## config.mk

```make
export PLATFORM = sky130hd
export DESIGN_NAME = pws_top
export DESIGN_NICKNAME = d
export VERILOG_FILES = /design/src/logic/pws_pkg.sv /design/src/logic/pws_tick_div.sv /design/src/logic/pws_top.sv
export SDC_FILE = /design/constraint.sdc
export NUM_CORES = 1
export LEC_CHECK = 0
export BUFFER_PORTS_ARGS = -buffer_cell sky130_fd_sc_hd__buf_2
export CORE_ASPECT_RATIO = 1.1
export CORE_MARGIN = 4
export CORE_UTILIZATION = 40
export CTS_CLUSTER_SIZE = 12
export DETAILED_ROUTE_END_ITERATION = 10
export PLACE_DENSITY = 0.67
export SLEW_MARGIN = 20
export SYNTH_ARGS = -nofsm -noshare
export SYNTH_HDL_FRONTEND = slang
export SYNTH_SLANG_ARGS = --single-unit
```

## constraint.sdc

```tcl
create_clock -name clk -period 4.5 [get_ports clk]
set_clock_uncertainty 0.1 [all_clocks]
set_input_delay 0.225 -clock clk [delete_from_list [all_inputs] [get_ports clk]]
set_output_delay 0.225 -clock clk [all_outputs]
set_load 0.02 [all_outputs]
```

## src/logic/pws_pkg.sv

```systemverilog
package pws_pkg;
  // Clock and the one-second supervision timebase
  localparam int unsigned CLK_HZ = 50_000_000;
  localparam int unsigned TICK_S = 1;
  localparam int unsigned SEC_CYCLES = CLK_HZ * TICK_S;
  localparam int unsigned TICK_W = 26;

  // Register indices; the byte address is four times the index
  localparam logic [7:0] IDX_WDG_CTRL = 8'h69;
  localparam logic [7:0] IDX_BOOT_VER = 8'h6a;
  localparam logic [7:0] IDX_SPARE = 8'h6b;
  localparam logic [7:0] IDX_WDG_STATUS = 8'h70;

  // watchdog_control fields
  localparam int unsigned MODE_BIT = 3;
  localparam int unsigned TIME_LSB = 0;
  localparam logic MODE_RST = 1'b0;
  localparam logic [2:0] TIME_RST = 3'h0;
  localparam logic MODE_PERIODIC = 1'b0;
  localparam logic MODE_PENDING = 1'b1;

  // boot_sequence_version and reserved_spare fields
  localparam int unsigned BOOT_LSB = 1;
  localparam logic [4:0] BOOT_RST = 5'h00;
  localparam logic [5:0] SPARE_RST = 6'h00;

  // Status register fields, write one to clear
  localparam int unsigned STAT_IRQ_BIT = 0;
  localparam int unsigned STAT_SHDN_BIT = 1;

  // Period choices in seconds
  localparam logic [6:0] PER_OFF = 7'h00;
  localparam logic [6:0] PER_5 = 7'h05;
  localparam logic [6:0] PER_10 = 7'h0a;
  localparam logic [6:0] PER_20 = 7'h14;
  localparam logic [6:0] PER_40 = 7'h28;
  localparam logic [6:0] PER_60 = 7'h3c;
  localparam logic [6:0] PER_80 = 7'h50;
  localparam logic [6:0] PER_100 = 7'h64;

  // Decode of the three-bit period field
  function automatic logic [6:0] pws_period_s(input logic [2:0] sel);
    unique case (sel)
      3'h0: pws_period_s = PER_OFF;
      3'h1: pws_period_s = PER_5;
      3'h2: pws_period_s = PER_10;
      3'h3: pws_period_s = PER_20;
      3'h4: pws_period_s = PER_40;
      3'h5: pws_period_s = PER_60;
      3'h6: pws_period_s = PER_80;
      3'h7: pws_period_s = PER_100;
    endcase
  endfunction : pws_period_s
endpackage : pws_pkg

```

## src/logic/pws_tick_div.sv

```systemverilog
`timescale 1ns/1ns
module pws_tick_div #(
  parameter int unsigned TICK_CYCLES = pws_pkg::SEC_CYCLES
) (
  input wire logic clk, // System clock
  input wire logic rst, // Async reset, active high
  input wire logic run, // Count only while supervising
  input wire logic restart, // Begin a fresh second
  output logic tick // One-cycle pulse per second
);
  import pws_pkg::*;

  localparam logic [TICK_W-1:0] LAST = TICK_W'(TICK_CYCLES - 1);

  logic [TICK_W-1:0] cnt;
  logic [TICK_W-1:0] next_cnt;

  ////////////////////////////////////////////////////////////////////////
  // Restart aligns the second boundary with the start of supervision
  always_comb begin
    tick = run && !restart && (cnt == LAST);
    if (restart || !run || tick) begin
      next_cnt = '0;
    end else begin
      next_cnt = cnt + TICK_W'(1);
    end
  end

  always_ff @(posedge clk or posedge rst) begin
    if (rst) begin
      cnt <= '0;
    end else begin
      cnt <= next_cnt;
    end
  end
endmodule : pws_tick_div

```

## src/logic/pws_top.sv

```systemverilog
// Contract
// - Mode bit picks periodic (0) or pending supervision (1); resets to 0.
// - Periodic mode raises the watchdog interrupt once every selected period.
// - Periodic interrupt still set when the next period ends causes shutdown.
// - Pending mode shuts down when an interrupt stays pending a full period.
// - Period field: 0 off, then 5,10,20,40,60,80,100 seconds.
`timescale 1ns/1ns
module pws_top #(
  parameter int unsigned TICK_CYCLES = pws_pkg::SEC_CYCLES
) (
  input wire logic clk, // 50 MHz system clock
  input wire logic rst, // Async reset, active high
  input wire logic [9:0] address, // Avalon byte address
  input wire logic read, // Avalon read
  input wire logic write, // Avalon write
  input wire logic [31:0] writedata, // Avalon write data
  input wire logic [3:0] byteenable, // Avalon byte enables
  output logic [31:0] readdata, // Avalon read data, registered
  output logic waitrequest, // Avalon stall
  input wire logic irq_pending, // Any device interrupt pending
  output logic wdog_irq, // Watchdog interrupt level
  output logic timeout_shutdown // One-cycle shutdown request
);
  import pws_pkg::*;

  logic done, next_done;
  logic [31:0] next_readdata;
  logic supervision_mode_select, next_mode;
  logic [2:0] timeout_period_select, next_time;
  logic [4:0] boot_sequence_version_field, next_boot;
  logic [5:0] spare, next_spare;
  logic irq_flag, next_irq_flag;
  logic shdn_seen, next_shdn_seen;
  logic next_shutdown;
  logic [6:0] secs, next_secs;
  logic [6:0] period;
  logic tick, restart, ctrl_wr, stat_wr, irq_clr, shdn_clr, elapsed;
  logic [7:0] idx;

  ////////////////////////////////////////////////////////////////////////
  // Bus decode: one wait state, so read data can come from a flop
  assign idx = address[9:2];
  assign waitrequest = (read || write) && !done;
  assign ctrl_wr = write && done && byteenable[0] && idx == IDX_WDG_CTRL;
  assign stat_wr = write && done && byteenable[0] && idx == IDX_WDG_STATUS;
  assign irq_clr = stat_wr && writedata[STAT_IRQ_BIT];
  assign shdn_clr = stat_wr && writedata[STAT_SHDN_BIT];
  assign period = pws_period_s(timeout_period_select);

  // Count restarts: new setting, host clear, period off, idle pending line, or after shutdown
  assign restart = ctrl_wr || irq_clr || timeout_shutdown || period == PER_OFF
    || (supervision_mode_select == MODE_PENDING && !irq_pending);
  assign elapsed = tick && (secs + 7'h01 == period);

  pws_tick_div #(.TICK_CYCLES(TICK_CYCLES)) u_div (
    .clk(clk),
    .rst(rst),
    .run(period != PER_OFF),
    .restart(restart),
    .tick(tick)
  );

  ////////////////////////////////////////////////////////////////////////
  // Register file and supervision next-state
  always_comb begin
    next_done = (read || write) && !done;
    next_readdata = readdata;
    next_mode = supervision_mode_select;
    next_time = timeout_period_select;
    next_boot = boot_sequence_version_field;
    next_spare = spare;
    next_irq_flag = irq_flag;
    next_shdn_seen = shdn_seen;
    next_shutdown = 1'b0;
    next_secs = secs;
    // Read data captured on the stall cycle, held through the answer
    if (read && !done) begin
      unique case (idx)
        IDX_WDG_CTRL: next_readdata = {28'h0, supervision_mode_select, timeout_period_select};
        IDX_BOOT_VER: next_readdata = {26'h0, boot_sequence_version_field, 1'b0};
        IDX_SPARE: next_readdata = {26'h0, spare};
        IDX_WDG_STATUS: next_readdata = {30'h0, shdn_seen, irq_flag};
        default: next_readdata = 32'h0; // Unmapped reads as zero
      endcase
    end
    if (ctrl_wr) begin
      next_mode = writedata[MODE_BIT];
      next_time = writedata[TIME_LSB +: 3];
    end
    if (write && done && byteenable[0] && idx == IDX_BOOT_VER) begin
      next_boot = writedata[BOOT_LSB +: 5];
    end
    if (write && done && byteenable[0] && idx == IDX_SPARE) begin
      next_spare = writedata[5:0];
    end
    if (irq_clr) begin
      next_irq_flag = 1'b0;
    end
    if (shdn_clr) begin
      next_shdn_seen = 1'b0;
    end
    if (tick) begin
      next_secs = secs + 7'h01;
    end
    if (elapsed && supervision_mode_select == MODE_PERIODIC) begin
      next_secs = 7'h00;
      // A clear landing on the elapse cycle counts as in time
      if (irq_flag && !irq_clr) begin
        next_shutdown = 1'b1;
      end else begin
        next_irq_flag = 1'b1;
      end
    end
    if (elapsed && supervision_mode_select == MODE_PENDING && irq_pending) begin
      next_shutdown = 1'b1;
    end
    if (next_shutdown) begin
      next_shdn_seen = 1'b1; // Set wins over a same-cycle clear
    end
    if (restart) begin
      next_secs = 7'h00;
    end
  end

  always_ff @(posedge clk or posedge rst) begin
    if (rst) begin
      done <= 1'b0;
      readdata <= 32'h0;
      supervision_mode_select <= MODE_RST;
      timeout_period_select <= TIME_RST;
      boot_sequence_version_field <= BOOT_RST;
      spare <= SPARE_RST;
      irq_flag <= 1'b0;
      shdn_seen <= 1'b0;
      timeout_shutdown <= 1'b0;
      secs <= 7'h00;
    end else begin
      done <= next_done;
      readdata <= next_readdata;
      supervision_mode_select <= next_mode;
      timeout_period_select <= next_time;
      boot_sequence_version_field <= next_boot;
      spare <= next_spare;
      irq_flag <= next_irq_flag;
      shdn_seen <= next_shdn_seen;
      timeout_shutdown <= next_shutdown;
      secs <= next_secs;
    end
  end

  assign wdog_irq = irq_flag;
endmodule : pws_top

```

# Word level (Yosys, flattened, before mapping)
# Memory sizes are Yosys's and may differ from the RTL's.
# Cells that the tools add are included.
[totals]
reg_bits = 84
mem_count = 1
mem_bits_rw = 0
rom_bits = 56
in_bits = 51
latch_bits = 0
output_inout_bits = 35
[memory_table]
columns = ["memory", "words", "word_bits", "rd", "rd_ports_with_merged_regs", "write_ports", "line", "text"]
rows = [
  ["(name not given)", 8, 7, 1, 0, 0, "pws_pkg.sv:43", "unique case (sel)"],
]
[op_classes]
n_lt_le_gt_ge = 0
mux = 13
n_reduce_logical = 34
eq_ne = 6
n_addsub = 2
multipliers = 0
div = 0
n_bitwise = 1
n_shift = 0
[op_table]
columns = ["cell", "count"]
rows = [
  ["8-bit by 7-bit == test with 1-bit output, second input constant", 4],
  ["26-bit by 1-bit adder with 26-bit output, second input constant", 1],
  ["26-bit == test, second input constant", 1],
  ["26-bit two-way mux", 1],
  ["6-bit case mux with 4 select lines", 1],
  ["7-bit two-way mux", 3],
  ["1-bit logical AND", 18],
  ["1-bit two-way mux", 8],
  ["7-bit by 1-bit adder with 7-bit output, second input constant", 1],
  ["7-bit == test", 1],
  ["7-bit zero test", 1],
  ["1-bit logical OR", 7],
  ["7-bit nonzero test", 1],
  ["1-bit zero test", 5],
  ["3-bit nonzero test", 1],
  ["2-bit nonzero test", 1],
  ["1-bit inverter", 1],
]

# Logic depth before layout (Yosys ltp)
[depth]
depth_word = 16
ltp_mapped = 9
mapped_depth_nobuf = 9

# By module
# Synthesis repeated with hierarchy kept, for this count alone.
[unflattened]
hier_cells = 364
area_unflattened_um2 = 3559.7
[by_module_without_submodules]
columns = ["mod", "instances", "area_per_inst_um2", "seq_area_each_um2", "cells_per_inst"]
rows = [
  ["pws_top", 1, 2127.0, 800.8, 212],
  ["pws_tick_div", 1, 1432.6, 650.6, 152],
]

# Least setup slack after synthesis
# OpenSTA, ideal clock, no wires.
[synth_path]
path_type = "reg2reg"
start = "reg secs[0]"
end = "reg secs[2]"
slack_ns = 2.222
setup_ns = 0.127
path_buffers = 0
synth_period_minus_slack_ns = 2.278
arrival_ns = 2.051
required_time_ns = 4.273
stages_incl_launch_ff = 9
path_cell_list = "dfrtp_1 > ha_1 > nor4b_1 > a31oi_1 > o32a_1 > nor4_2 > o211ai_4 > a22oi_1 > o21ai_1"
[synth_between]
elab_chain_cells = 6
elab_cells_between_ends = 8
[synth_rtl]
columns = ["item", "line", "text"]
rows = [
  ["start, declared", "pws_top.sv:35", "logic [6:0] secs, next_secs;"],
  ["start signal, assigned", "pws_top.sv:147", "secs <= next_secs;"],
  ["7-bit by 1-bit adder with 7-bit output *", "pws_top.sv:53, pws_top.sv:103", ""],
  ["7-bit == test", "pws_top.sv:53", "assign elapsed = tick && (secs + 7'h01 == period);"],
  ["1-bit logical AND", "pws_top.sv:53", ""],
  ["1-bit logical AND", "pws_top.sv:105", "if (elapsed && supervision_mode_select == MODE_PERIODIC) begin"],
  ["7-bit two-way mux", "pws_top.sv:105", ""],
  ["7-bit two-way mux", "pws_top.sv:120", "if (restart) begin"],
]
# Every way passes the cells marked *; elsewhere a longest branch is shown, timed or not. The select of a mux whose other input is x is not followed.
# A chain may end at the register's enable or synchronous reset.

# Final worst setup path
[layout_path]
start = "reg timeout_period_select[0]"
end = "reg secs[2]"
[layout_between]
elab_chain_cells = 11
elab_cells_between_ends = 14
[layout_rtl]
columns = ["item", "line", "text"]
rows = [
  ["start, declared", "pws_top.sv:29", "logic [2:0] timeout_period_select, next_time;"],
  ["start signal, assigned", "pws_top.sv:141", "timeout_period_select <= next_time;"],
  ["memory read 8 x 7 bit *", "n/a", ""],
  ["7-bit zero test", "pws_top.sv:51", "assign restart = ctrl_wr || irq_clr || timeout_shutdown || period == PER_OFF"],
  ["1-bit logical OR", "pws_top.sv:51", ""],
  ["1-bit logical OR", "pws_top.sv:52", "|| (supervision_mode_select == MODE_PENDING && !irq_pending);"],
  ["1-bit zero test", "pws_tick_div.sv:21", "tick = run && !restart && (cnt == LAST);"],
  ["1-bit logical AND (2 in series)", "pws_tick_div.sv:21", ""],
  ["1-bit logical AND", "pws_top.sv:53", ""],
  ["1-bit logical AND", "pws_top.sv:105", ""],
  ["7-bit two-way mux", "pws_top.sv:105", ""],
  ["7-bit two-way mux", "pws_top.sv:120", ""],
]
# Every way passes the cells marked *; elsewhere a longest branch is shown, timed or not.

==> run_results.csv <==
group,metric,value,unit
status,status,"complete, no violations",
placed_design,numPortBuffers,28,
yosys,part_of_the_yosys_area_used_for_sequential_elements,0.436,
yosys,syn_area_per_cell,9.62,µm²
floorplan,initial_core_util,0.416,
sta,setup_viol,0,
sta,timing.final.crit_share,0.569,
sta,tightest_slew,838,ps
yosys,synth-edff-count,0,
critical_path,timing.critical_path.from_type,"flop",
yosys,ys_top_cells_by_count,"sky130_fd_sc_hd__dfrtp_1 (58), sky130_fd_sc_hd__nor2_1 (46), sky130_fd_sc_hd__nand2_1 (32)",
yosys,synth_warnings,0,
sta,period_minus_slack,2560,ps
yosys,synth.largest_area_cell,"sky130_fd_sc_hd__dfrtp_1",
clocking,tritoncts.num_buffers,9,
floorplan,die_y,104,µm
clocking,clock_insertion_delay_at_the_later_pin_of_the_skew_report,340,ps
global_routing,remaining_global_route_overflow,0,
finish,sequential_cell_area,1450,µm²
drt,detail_route.wl_per_cell,13.0,µm
floorplan,floorplan.io_pins,86,
drt,detail_route.first_pass.iterations,4,
critical_path,maximum_net_fanout_on_the_critical_path,8,
finish,final_core_util,0.458,
placed_design,pre_cts_slack,1680,ps
yosys,yosysMostFrequentCell,"sky130_fd_sc_hd__dfrtp_1",
yosys,synth_area,3330,µm²
sta,timing_hold_violations_final,0,
power,p_total,1.09,mW
global_routing,total_track_usage,0.140,
yosys,synthesis.instances,346,
sta,fmaxAchievable,391,MHz
sta,slew_violations,0,
sta,timing.max_slew.rel_slack,0.441,
critical_path,critPathSlowestCell,"sky130_fd_sc_hd__nor4_2",
clocking,cts_tree,"yes",
floorplan,std_cell_rows,34,
clocking,clk_pin_slew_worst_paths,70,ps
drt,wl,6.38,mm
finish,antenna_cells,0,
yosys,yosys.area.top_type_share,0.436,
finish,area_growth_syn_to_layout,9.96,%
flow_run,cap_viol_max_count,0,
placed_design,gp_congestion,0.803,
global_routing,vias_in_the_first_global_route,2478,
power,ir_drop,0.219,mV
yosys,asyncSetResetFlopFracSynth,1.00,
global_routing,antenna_found_initial,0,
critical_path,worstPathCellList,"inv_1 > ha_1 > nor4b_1 > a31oi_1 > o32a_1 > nor4_2 > o211ai_4 > a22oi_1 > o21ai_1",
power,power-per-cell-area,299,nW/µm²
placed_design,dp_hpwl,4.70,mm
global_routing,grt_max_degree,59,
critical_path,critical_path.max_stage_delay,470,ps
floorplan,fp.dieArea,9850,µm²
yosys,synth-seq-cells,58,
finish,layout_cell_share_with_drive_strength_beyond_1,0.173,
floorplan,width_of_the_chip,95.0,µm
clocking,post_cts_resized,0,
finish,design.final.nets,433,
finish,stdcell_area,3660,µm²
drt,remaining_drc_errors,0,
clocking,cts_root_buffer,"sky130_fd_sc_hd__clkbuf_8",
critical_path,required,4610,ps
power,power.leakage,1.68,nW
finish,number_of_inserted_filler_cells_in_the_final_layout,777,
critical_path,worst_setup_path_end_kind,"flop",
sta,final.setup.worst_slack,1940,ps
finish,multiInputGateArea,1680,µm²
sta,setup_tns,0,ps
drt,num_vias,2454,
worst_hold_path,worstHoldPathType,"in -> reg",
drt,vias_per_cell,5.02,
drt,antenna_left,0,
yosys,synth_ff_type,"sky130_fd_sc_hd__dfrtp_1",
placed_design,dpl_cell_area,3450,µm²
sta,rsz_0062_raised_after_global_routing,"no",
floorplan,coreArea,8000,µm²
critical_path,worstPathArrival,2670,ps
global_routing,grt_first_pass_wirelength,11.2,mm
yosys,synth.area.top_cells,"sky130_fd_sc_hd__dfrtp_1 (44%), sky130_fd_sc_hd__buf_4 (6.3%), sky130_fd_sc_hd__nor2_1 (5.2%)",
critical_path,crit_type,"reg -> reg",
drt,initialDrtViolationCount,166,
yosys,library_cells_used_by_synthesis,53,
clocking,clock_path_buffers,2,
clocking,clock_sinks,58,
clocking,htree_num_levels,3,
==> worst max-delay path: cells and delay by family, from the launching register on <==
family / cells / cell delay [ps]
simple gates: 2 / 770
compound gates: 5 / 750
flops: 1 / 450
fa+ha+maj: 1 / 240
buf+inv: 1 / 120
==> report_power, final <==
group	total [mW]	internal (mW)	switching [mW]
clock network	0.489	0.259	0.230
registers	0.532	0.527	0.00558
logic	0.0728	0.0192	0.0537
total	1.09	0.805	0.289
==> stage by stage <==
stage,hold WS [ps],instances
3_5_place_dp,340,472
4_1_cts,16.3,489
5_1_grt,17.4,489
3_3_place_gp,326,472
2_1_floorplan,242,371
6_report,26.4,489
==> flip-flops by register name, indices dropped and copies added (netlist names) <==
register                     count
boot_sequence_version_field      5
done                             1
readdata                         6
secs                             7
shdn_seen                        1
spare                            6
supervision_mode_select          1
timeout_period_select            3
timeout_shutdown                 1
u_div.cnt                       26
wdog_irq                         1
==> layer usage <==
| metal | wire, µm | up-vias | global-route usage | share of wire |
|---|---|---|---|---|
| met4 | 110 | 0 | 0.0526 | 0.017 |
| met5 | 0 | - | 0 | 0 |
| met3 | 213 | 9 | 0.0377 | 0.033 |
| met1 | 2910 | 1190 | 0.182 | 0.46 |
| met2 | 3150 | 51 | 0.220 | 0.49 |
| li1 | - | 1204 | - | - |
==> cells in the final DEF (no fill, tap or decap), types with 2 or more instances in the layout <==
cell type                    synthesis  layout
sky130_fd_sc_hd__xnor3_1             3       3
sky130_fd_sc_hd__a22oi_1             5       5
sky130_fd_sc_hd__inv_2               1       2
sky130_fd_sc_hd__nor2_1             46      46
sky130_fd_sc_hd__clkbuf_8            0       9
sky130_fd_sc_hd__nor4_2              2       2
sky130_fd_sc_hd__nor4_1              2       2
sky130_fd_sc_hd__mux2_2             11      11
sky130_fd_sc_hd__inv_1               8       7
sky130_fd_sc_hd__clkinvlp_4          0       3
sky130_fd_sc_hd__dfrtp_1            58      58
sky130_fd_sc_hd__clkinv_4            0       2
sky130_fd_sc_hd__nand2_1            32      32
sky130_fd_sc_hd__o21ai_0            13      13
sky130_fd_sc_hd__nand4_1             6       6
sky130_fd_sc_hd__conb_1              1      26
sky130_fd_sc_hd__nand3_1            23      23
sky130_fd_sc_hd__and3_1              7       7
sky130_fd_sc_hd__a21oi_1             6       6
sky130_fd_sc_hd__ha_1                6       6
sky130_fd_sc_hd__xnor2_1             9       9
sky130_fd_sc_hd__xor2_1             18      18
sky130_fd_sc_hd__nor3_1              3       3
sky130_fd_sc_hd__nor4b_1             4       4
sky130_fd_sc_hd__and2_1              6       6
sky130_fd_sc_hd__buf_2               2      28
sky130_fd_sc_hd__o21ai_1             7       7
sky130_fd_sc_hd__nand2b_1            4       4
sky130_fd_sc_hd__and4_1              5       5
==> cell families (layout without fill, tap and decap cells) <==
group / Yosys count / count (layout) / share of synthesized area
buf+inv: 45 / 55 / 0.0876
compound gates: 42 / 42 / 0.0835
simple gates: 152 / 152 / 0.238
xor+xnor: 30 / 30 / 0.0914
other cells: 1 / 26 / 0.00113
mux: 12 / 12 / 0.0402
flops: 58 / 58 / 0.436
fa+ha+maj: 6 / 6 / 0.0226
==> final timing paths <==
kind / cells after the start / end / slack [ps] / start
worst max-delay path: 9 / secs[2] / 1940 / timeout_period_select[0]
worst min-delay path: 3 / supervision_mode_select / 30 / writedata[3]
worst max register to register: 9 / secs[2] / 1940 / timeout_period_select[0]
worst min register to register: 1 / done / 350 / done
max in group asynchronous: 4 / spare[5] / 3310 / rst
min in group asynchronous: 4 / u_div.cnt[0] / 530 / rst
==> area by class of cell <==
type	count	area share
Multi-Input combinational cell	268	0.459
Sequential cell	58	0.397
Timing Repair Buffer	30	0.0431
Tap cell	108	0.0369
Clock buffer	9	0.0338
Clock inverter	7	0.0215
Inverter	9	0.00923
==> timing repair <==
action / CTS / global route
hold buffers: 1 / 0
endpoints found under the hold margin: 6 / 0
setup buffers: 0 / 0
No activity file was read; power rests on OpenSTA's default activity.
